### src/core/sgt_cfg.svh
// Constants for the stepped gain tracker
`ifndef SGT_CFG_SVH
`define SGT_CFG_SVH
// Control level width and step count
`define SGT_LVL_W 8
`define SGT_STEP_W 5
`define SGT_NSTEPS 32
// Hysteresis below each rising trip point, in level codes
`define SGT_HYST 8'h04
// Line path sits this many steps below its own table step, so three or four below the speaker path at zero offset
`define SGT_LINE_DROP 5'h04
// Slow clock and update cadence
`define SGT_SYS_HZ 20000000
`define SGT_SLOW_HZ 60
`define SGT_SLOW_DIV (`SGT_SYS_HZ / `SGT_SLOW_HZ)
`define SGT_TICKS_PER_STEP 4
`define SGT_STEP_MS 67
`define SGT_RESET_STEP 5'h00
`endif

### src/core/sgt_pkg.sv
// Types for the stepped gain tracker
package sgt_pkg;
   typedef logic [7:0] sgt_level_t;
   typedef logic [4:0] sgt_step_t;
   typedef struct packed {
      sgt_level_t volume;
      sgt_level_t offset;
      sgt_level_t ceiling;
      sgt_level_t reference;
   } sgt_ctrl_s;
   typedef struct packed {
      sgt_step_t speaker;
      sgt_step_t line;
   } sgt_gain_s;
   typedef enum logic [1:0] {SGT_IDLE, SGT_UP, SGT_DOWN} sgt_dir_e;
endpackage

### src/core/sgt_top.sv
// Stepped gain tracker: control levels to speaker and line gain steps
// How it works
// - Speaker step follows volume relative to reference only.
// - Rising trips use full thresholds; falling trips sit lower by hysteresis.
// - Selection is monotonic and holds steady near a boundary.
// - Every fourth slow-clock cycle applied gain moves one step toward target.
// - At zero offset the line gain sits three or four steps below speaker gain, floored at zero.
// - Line volume value is volume minus offset, floored at zero.
// - Ceiling input caps the line gain.
// - Line value maps to a step through its own table.
`timescale 1ns/1ns
`include "sgt_cfg.svh"
module sgt_top #(
   parameter int SLOW_DIV = `SGT_SLOW_DIV,
   parameter int TICKS = `SGT_TICKS_PER_STEP
) (
   // Clock and reset
   input wire logic clk,
   input wire logic nrst,
   // Quantized control levels from outside the clock domain
   input wire sgt_pkg::sgt_ctrl_s ctrl,
   // Applied gain steps
   output sgt_pkg::sgt_gain_s gain,
   // Target speaker step and update tick
   output sgt_pkg::sgt_step_t speaker_target,
   output logic update_tick
);
   import sgt_pkg::*;

   // ************************************************
   // Input synchronisers
   // ************************************************
   sgt_ctrl_s meta_q;
   sgt_ctrl_s sync_q;
   always_ff @(posedge clk or negedge nrst) begin
      if (!nrst) begin
         meta_q <= '0;
         sync_q <= '0;
      end else begin
         meta_q <= ctrl;
         sync_q <= meta_q;
      end
   end

   // ************************************************
   // Word capture
   // ************************************************
   // Bits of one level may cross on different edges and show a level nobody drove
   // Word taken only after two equal synced samples
   // Costs two cycles of latency, far below the update cadence
   sgt_ctrl_s prev_q;
   sgt_ctrl_s ctrl_q;
   always_ff @(posedge clk or negedge nrst) begin
      if (!nrst) begin
         prev_q <= '0;
      end else begin
         prev_q <= sync_q;
      end
   end
   always_ff @(posedge clk or negedge nrst) begin
      if (!nrst) begin
         ctrl_q <= '0;
      end else if (sync_q == prev_q) begin
         ctrl_q <= prev_q;
      end
   end

   // ************************************************
   // Level normalisation
   // ************************************************
   // Scales a level to a fraction of the reference, 0..255
   function automatic sgt_level_t rel(input sgt_level_t v, input sgt_level_t r);
      logic [15:0] num;
      logic [15:0] q;
      num = {v, 8'h00};
      if (r == 8'h00) begin
         q = 16'h0000;
      end else if (v >= r) begin
         q = 16'h00ff;
      end else begin
         q = num / {8'h00, r};
      end
      return q[7:0];
   endfunction

   // Rising trip for step s: evenly spaced; step 0 has none
   function automatic sgt_level_t rise_trip(input sgt_step_t s);
      return {s, 3'h0};
   endfunction

   // Table for the line path, offset by half a step from the speaker table
   function automatic sgt_step_t line_lookup(input sgt_level_t v);
      logic [7:0] t;
      t = (v > 8'hfb) ? 8'hff : v + 8'h04;
      return t[7:3];
   endfunction

   sgt_level_t vol_rel;
   sgt_level_t off_rel;
   sgt_level_t cap_rel;
   assign vol_rel = rel(ctrl_q.volume, ctrl_q.reference);
   assign off_rel = rel(ctrl_q.offset, ctrl_q.reference);
   assign cap_rel = rel(ctrl_q.ceiling, ctrl_q.reference);

   // ************************************************
   // Speaker target with hysteresis
   // ************************************************
   // One step per cycle; a large move settles within 31 cycles, far faster than updates
   sgt_step_t target_q;
   sgt_step_t target_d;
   always_comb begin
      target_d = target_q;
      if (target_q != 5'h1f && vol_rel >= rise_trip(target_q + 5'h01)) begin
         target_d = target_q + 5'h01;
      end else if (target_q != 5'h00 && vol_rel < rise_trip(target_q) - `SGT_HYST) begin
         target_d = target_q - 5'h01;
      end
   end
   // Dead band between the two trips keeps the target from chattering
   always_ff @(posedge clk or negedge nrst) begin
      if (!nrst) begin
         target_q <= `SGT_RESET_STEP;
      end else begin
         target_q <= target_d;
      end
   end

   // ************************************************
   // Slow clock and update tick
   // ************************************************
   logic [$clog2(SLOW_DIV)-1:0] div_q;
   logic [$clog2(TICKS)-1:0] tick_cnt_q;
   logic slow_pulse;
   logic tick_q;
   assign slow_pulse = (div_q == ($clog2(SLOW_DIV))'(SLOW_DIV - 1));
   always_ff @(posedge clk or negedge nrst) begin
      if (!nrst) begin
         div_q <= '0;
      end else if (slow_pulse) begin
         div_q <= '0;
      end else begin
         div_q <= div_q + 1'b1;
      end
   end
   always_ff @(posedge clk or negedge nrst) begin
      if (!nrst) begin
         tick_cnt_q <= '0;
         tick_q <= 1'b0;
      end else begin
         tick_q <= 1'b0;
         if (slow_pulse) begin
            if (tick_cnt_q == ($clog2(TICKS))'(TICKS - 1)) begin
               tick_cnt_q <= '0;
               tick_q <= 1'b1;
            end else begin
               tick_cnt_q <= tick_cnt_q + 1'b1;
            end
         end
      end
   end

   // ************************************************
   // Applied speaker step
   // ************************************************
   sgt_step_t spk_q;
   sgt_dir_e dir;
   always_comb begin
      if (target_q > spk_q) begin
         dir = SGT_UP;
      end else if (target_q < spk_q) begin
         dir = SGT_DOWN;
      end else begin
         dir = SGT_IDLE;
      end
   end
   always_ff @(posedge clk or negedge nrst) begin
      if (!nrst) begin
         spk_q <= `SGT_RESET_STEP;
      end else if (tick_q) begin
         case (dir)
            SGT_UP: spk_q <= spk_q + 5'h01;
            SGT_DOWN: spk_q <= spk_q - 5'h01;
            SGT_IDLE: spk_q <= spk_q;
            default: spk_q <= spk_q;
         endcase
      end
   end

   // ************************************************
   // Line output path
   // ************************************************
   sgt_level_t line_volume_value;
   sgt_step_t line_raw;
   sgt_step_t line_cap;
   sgt_step_t line_tgt;
   sgt_step_t line_q;
   assign line_volume_value = (vol_rel > off_rel) ? vol_rel - off_rel : 8'h00;
   always_comb begin
      line_raw = line_lookup(line_volume_value);
      line_raw = (line_raw > `SGT_LINE_DROP) ? line_raw - `SGT_LINE_DROP : 5'h00;
      line_cap = cap_rel[7:3];
      line_tgt = (line_raw > line_cap) ? line_cap : line_raw;
   end
   always_ff @(posedge clk or negedge nrst) begin
      if (!nrst) begin
         line_q <= `SGT_RESET_STEP;
      end else if (tick_q) begin
         if (line_tgt > line_q) begin
            line_q <= line_q + 5'h01;
         end else if (line_tgt < line_q) begin
            line_q <= line_q - 5'h01;
         end
      end
   end

   // ************************************************
   // Outputs
   // ************************************************
   assign gain = {spk_q, line_q};
   assign speaker_target = target_q;
   assign update_tick = tick_q;
endmodule // sgt_top

### config.mk
export PLATFORM = sky130hd
export DESIGN_NAME = sgt_top
export DESIGN_NICKNAME = d
export VERILOG_FILES = /design/src/core/sgt_pkg.sv /design/src/core/sgt_top.sv
export VERILOG_INCLUDE_DIRS = /design/src /design/src/core
export SDC_FILE = /design/constraint.sdc
export NUM_CORES = 1
export LEC_CHECK = 0
export BUFFER_PORTS_ARGS = -buffer_cell sky130_fd_sc_hd__buf_2
export CORE_MARGIN = 4
export CORE_UTILIZATION = 28
export CTS_CLUSTER_DIAMETER = 80
export DETAILED_ROUTE_END_ITERATION = 7
export PLACE_DENSITY = 0.5
export SLEW_MARGIN = 15
export SYNTH_ARGS = -nofsm -noshare
export SYNTH_HDL_FRONTEND = slang
export SYNTH_SLANG_ARGS = --single-unit
### constraint.sdc
create_clock -name clk -period 99 [get_ports clk]
set_clock_uncertainty 0.15 [all_clocks]
set_input_delay 19.8 -clock clk [delete_from_list [all_inputs] [get_ports clk]]
set_output_delay 19.8 -clock clk [all_outputs]
set_load 0.01 [all_outputs]
* Word level (Yosys, flattened, before mapping)
Index checks and enable logic that the tools add are counted.
** Word-level totals
- Register bits :: 165
- Input port bits :: 34
- Output and inout port bits :: 16
- Word-level logic and storage cells :: 86
** Cells by class
- Add/sub/neg operators :: 12
- Divide/modulo/power cells :: 3
- Order comparisons :: 13
- Equal/unequal tests :: 6
- Muxes and demuxes :: 21
- Reduce and logical (&&, ||, !) cells :: 9
** Operators with widths (count)
- 8-bit two-way mux :: 8
- 16-bit by 8-bit divider with 16-bit output :: 3
- 32-bit == test :: 1
- 8-bit greater-or-equal comparator :: 4
- 5-bit two-way mux :: 6
- 19-bit by 1-bit adder with 19-bit output, second input constant :: 1
- 19-bit == test, second input constant :: 1
- 19-bit two-way mux :: 1
- 5-bit by 1-bit adder with 5-bit output, second input constant :: 3
- 5-bit > comparator :: 3
- 5-bit by 1-bit subtractor with 5-bit output, second input constant :: 3
- 5-bit less-than comparator :: 2
- 5-bit one-hot mux with 2 select lines :: 1
- 8-bit by 3-bit adder with 8-bit output, second input constant :: 1
- 8-bit > comparator :: 1
- 8-bit > comparator, second input constant :: 1
- 8-bit zero test :: 1
- 8-bit less-than comparator :: 1
- 8-bit by 3-bit subtractor with 8-bit output, second input constant :: 1
- 8-bit subtractor :: 1
- 2-bit two-way mux :: 3
- 2-bit nonzero test :: 3
- 5-bit by 3-bit > comparator with 1-bit output, second input constant :: 1
- 5-bit != test, second input constant :: 1
- other kinds (8) :: 12

* Logic depth before layout (Yosys ltp)
- Depth in word-level cells :: 14
- Gate-level depth with buffers :: 195
- Gate-level depth less buffers :: 184

* Least setup slack after synthesis
OpenSTA, ideal clock, no wires.
- Kind :: register -> register
- Start point :: register ctrl_q[0] (netlist bit)
- End point :: register line_q[4]
- Library setup time :: 125 ps
- Data arrival time :: 37044 ps
- Required time :: 98725 ps
- Path slack :: 61680 ps
- Cell stages (with the launch flop) :: 182
- Path buffers :: 11
- Clock period less this slack :: 37320 ps
- Cell sequence :: dfrtp_1 > buf_1 > clkinv_1 > clkbuf_1 > buf_1 > ha_1 > a21oi_1 > ha_1 > or4b_2 > o311ai_0 > a22oi_1 > ha_1 > a21oi_1 > a311oi_2 > o32ai_1 > ha_1 > a21o_1 > o21a_1 > (+146 left out) > o21ai_0 > nand2b_1 > a21oi_1 > a31oi_1 > mux2i_1 > ha_1 > nor2b_1 > o21a_1 > o21a_1 > o21ai_0 > nand2b_1 > nand2_1 > ha_1 > a21o_1 > a21oi_1 > xor2_1 > nand2_1 > xnor2_1
** Between the ends
- Cells in the longest elaborated chain, start to end :: 14
- Elaborated cells on any way between the ends :: 29
- Classes of those cells :: add/sub (3); div (3); order compare (9); mux (11); reduce/logical (3)
** RTL lines
- start, declared :: line sgt_top.sv:52 : sgt_ctrl_s ctrl_q;
- start signal, assigned :: line sgt_top.sv:64 : ctrl_q <= prev_q;
- 16-bit by 8-bit divider with 16-bit output or 8-bit greater-or-equal comparator (tied branches) :: line sgt_top.sv:81, sgt_top.sv:78
- 8-bit two-way mux :: line sgt_top.sv:78 : end else if (v >= r) begin
- 8-bit two-way mux :: line sgt_top.sv:76 : if (r == 8'h00) begin
- 8-bit subtractor or 8-bit > comparator (tied branches) :: line sgt_top.sv:197 : assign line_volume_value = (vol_rel > off_rel) ? vol_rel - off_rel : 8'h00;
- 8-bit two-way mux :: line sgt_top.sv:197
- 8-bit by 3-bit adder with 8-bit output or 8-bit > comparator (tied branches) :: line sgt_top.sv:94 : t = (v > 8'hfb) ? 8'hff : v + 8'h04;
- 8-bit two-way mux :: line sgt_top.sv:94
- 5-bit by 3-bit subtractor with 5-bit output (no source line) or 5-bit by 3-bit > comparator with 1-bit output (tied branches)
- 5-bit two-way mux :: line sgt_top.sv:200 : line_raw = (line_raw > `SGT_LINE_DROP) ? line_raw - `SGT_LINE_DROP : 5'h00;
- 5-bit > comparator :: line sgt_top.sv:202 : line_tgt = (line_raw > line_cap) ? line_cap : line_raw;
- 5-bit two-way mux * :: line sgt_top.sv:202
- 5-bit > comparator or 5-bit less-than comparator (tied branches) :: line sgt_top.sv:208, sgt_top.sv:210
- 2-bit nonzero test (no source line)
- 2-bit AND reduction (no source line)
- end signal, assigned :: line sgt_top.sv:206 : line_q <= `SGT_RESET_STEP;
- end signal, assigned :: line sgt_top.sv:209 : line_q <= line_q + 5'h01;
- end signal, assigned :: line sgt_top.sv:211 : line_q <= line_q - 5'h01;
- end, declared :: line sgt_top.sv:196 : sgt_step_t line_q;
Mark *: on every way between the ends. The rest lies on a longest branch, timed or not.
A chain may end at the register's enable or synchronous reset.

* Final worst setup path
Ends and elaborated chain as after synthesis.

==> summary.txt <==
Status
  • Status: complete, no violations

Synthesis
  • Cell type with the largest total area after synthesis: dfrtp_1
  • Yosys warnings: 0
  • Number of library cell types mapped by synthesis: 104
  • Cell count after synthesis: about 2700
  • Share of Yosys cell area claimed by the top area cell type: a little under a fifth
  • Proportion of synthesized chip area in sequential cells: ~19%
  • Proportion of register bits with asynchronous set or reset after synthesis: 100.0%
  • Number of enable-type register cells in the synthesized netlist: 0
  • Synthesized area divided by synthesized cell count: slightly above 8 um2
  • Area contributors post-synth: dfrtp_1, ha_1, mux2_2
  • Syn Nets: roughly 3100
  • Synthesis-stage register bit count: approximately 170
  • Most instantiated flip-flop cell in the synthesis netlist: dfrtp_1
  • Total standard cell area after synthesis: 22300 um2

Clock tree
  • Hold_buf cts: 0
  • Cts repair resizes: 0
  • Number of levels the H-tree was split into: 4
  • Clock Sinks: approximately 170
  • CTS buffer count: 17
  • TritonCTS clock tree: yes
  • Post-CTS Setup Inserts: 0
  • Clk_lat worst skew: approximately 460 ps
  • CTS Root Cell: clkbuf_16
  • Deepest clock path buffer count: 2
  • Clock Pin Slew Worst Setup and Hold Paths: 80 ps

Place
  • Placed Area: around 24000 um2
  • HPWL after detailed placement: between 40000 and 50000 um
  • DP Worst Slack: roughly 57000 ps
  • Global placer's final weighted congestion: about 0.85
  • Quantity of I/O buffers inserted on ports: about 50

Critical path
  • Cell class contributing the biggest share of worst-path delay: compound AO/OA/AOI/OAI gates
  • Max stage delay on crit path: 960 ps
  • Critical path launch point type: flop
  • Slowest stage cell on the critical path: nor4b_4
  • Kind of end point of the critical path: flop
  • WS Path Type: reg -> reg
  • Data arrival at the endpoint of the critical path: about 42000 ps
  • Required time reported for the critical path endpoint: slightly below 100000 ps
  • Critical Path Fanout Max: 30
  • Most used cell, CP: o21a_1
  • CP bufs+invs: 6
  • Slack of the worst reg-to-reg path: between 50000 and 60000 ps

STA
  • Portion of the clock cycle consumed by the worst path in the final layout: a little over two fifths
  • Remaining max-slew budget at the tightest pin: around a fifth
  • Minimum period implied by the final worst setup slack: approximately 42000 ps
  • Accumulated negative setup slack: 0 ps
  • Worst Tran Pin Value: approximately 1200 ps
  • Slew Limit Fails: 0
  • Number of endpoints with negative hold slack in the final report: 0
  • Setup ws final: 56730 ps
  • RSZ-0062 raised after global routing: false
  • Final setup violation count: 0
  • Achievable frequency: between 20 and 25 MHz

GRT
  • Maximum number of pins on one net before global-route repair: 96
  • Wire length of the first global-routing pass: a little over 100000 um
  • Number of antenna violations at the first check in global routing: 0
  • Total Routing Usage GR: approximately 15%
  • Global route overflow: 0
  • Number of global-route vias before repair: 19414

Routing
  • Routed wirelength normalized by instance count: between 15 and 20 um
  • Routed Antenna Nets: 0
  • DR DRC count: 0
  • Via-to-Cell Ratio: approximately 5.3
  • Drt pass-1 iters: 5
  • Iteration-0 DRC Markers: approximately 1100
  • Routed vias: 19970
  • Routed wire length: 62150 um

Floorplanning
  • Horizontal extent of the die: roughly 290 um
  • Die ar.: roughly 84000 um2
  • Num rows: 103
  • Effective utilization at floorplan: between 20 and 30%
  • Core Box Area: 79000 um2
  • Number of primary I/O pins: 50
  • DIE HEIGHT: between 200 and 300 um

Pwr
  • Power after layout: about 0.14 mW
  • Static Leak: roughly 11 nW
  • VDD IR-drop max: between 0.01 and 0.015 mV
  • Power Density: slightly below 6 nW/um2

Layout
  • Final #Nets: about 3100
  • Final core utilization: about 31%
  • Proportion of layout cells with a drive suffix above 1: roughly 10%
  • Area Growth Syn to Fin: 9.522%
  • Layout filler cell count: 8384
  • Total inserted antenna cells: 0
  • Most common cell after layout, fill and taps aside: ha_1
  • Highest-count cells in the layout ignoring fill and taps: ha_1, nor2_1, nand2_1, o21ai_0, dfrtp_1
  • Final non-filler cell area: roughly 24000 um2

Hold path
  • Min-Delay Path Class: reg -> reg

Run
  • Max Cap Violations: 0
report_power, final:
group | internal [mW] | switching, mW | leakage [nW]
registers | 0.0694 | 0.00118 | 2.07
logic | 0.00141 | 0.00252 | 8.15
clock network | 0.0370 | 0.0321 | 0.300
total | 0.108 | 0.0358 | 10.5
sequential cells by signal, indices dropped and copies added (netlist names):
signal / count
prev_q: 32
meta_q: 32
div_q: 19
spk_q: 5
tick_cnt_q: 2
ctrl_q: 32
sync_q: 32
update_tick: 1
line_q: 5
speaker_target: 5
final timing paths:
check | from | to | cells after the start
setup / recovery | ctrl_q[0] | line_q[4] | 177
hold / removal | meta_q[4] | sync_q[4] | 0
setup reg to reg | ctrl_q[0] | line_q[4] | 177
hold reg to reg | meta_q[4] | sync_q[4] | 0
max in group asynchronous | nrst | prev_q[18] | 2
min in group asynchronous | nrst | meta_q[15] | 1
per-layer routing:
layer / part of all wire (%) / track usage, %
met5: 0 / 0
met3: 3.1 / 1.796
met1: 50 / 19.88
met4: 1.1 / 2.831
met2: 46 / 24.69
Yosys cell counts, drive strengths merged (6+ instances only):
| cell type | n |
|---|---|
| a211oi | 25 |
| a21boi | 13 |
| a21o | 113 |
| a21oi | 159 |
| a221oi | 12 |
| a22oi | 8 |
| a31o | 9 |
| a31oi | 20 |
| and2 | 21 |
| and3 | 29 |
| and4 | 6 |
| buf | 17 |
| clkbuf | 51 |
| dfrtp | 165 |
| fa | 6 |
| ha | 328 |
| inv | 103 |
| mux2 | 98 |
| mux2i | 41 |
| nand2 | 190 |
| nand2b | 57 |
| nand3 | 64 |
| nand3b | 11 |
| nand4 | 25 |
| nor2 | 194 |
| nor2b | 42 |
| nor3 | 122 |
| nor3b | 11 |
| nor4 | 31 |
| nor4b | 7 |
| o2111ai | 7 |
| o211a | 10 |
| o211ai | 21 |
| o21a | 124 |
| o21ai | 180 |
| o21bai | 6 |
| o221ai | 6 |
| o22ai | 13 |
| o31a | 8 |
| o31ai | 42 |
| or2 | 18 |
| or3 | 24 |
| or4 | 10 |
| xnor2 | 82 |
| xor2 | 98 |
kinds of logic (layout without fill, tap and decap cells):
group | after synthesis | after routing | share of synthesized area (%)
flip-flops | 165 | 165 | 18.52
AND/OR/NAND/NOR | 876 | 876 | 20.10
AO/OA/AOI/OAI | 839 | 839 | 25.57
buffers and inverters | 172 | 209 | 2.980
adder cells (fa/ha/maj) | 334 | 334 | 18.94
multiplexers | 139 | 139 | 6.823
XOR/XNOR | 180 | 180 | 7.070
metrics by stage:
step	std cells	hold slack (ps)
floorplan	2705	181.2
global placement	3759	181.2
detailed placement	3759	184.7
CTS	3791	190.3
global route	3792	196.4
finish	3792	189.6
cell type report:
class                   instances  area, um2  area share (%)
clock buffers                  18      439.2           1.798
clock inverters                14      187.7          0.7685
well taps                    1050       1314           5.380
flip-flops and latches        165       4130           16.91
repair buffers                 73      434.2           1.778
inverters                     104      390.4           1.599
multi-input cells            2368      17530           71.76
(Power assumes the default switching activity.)
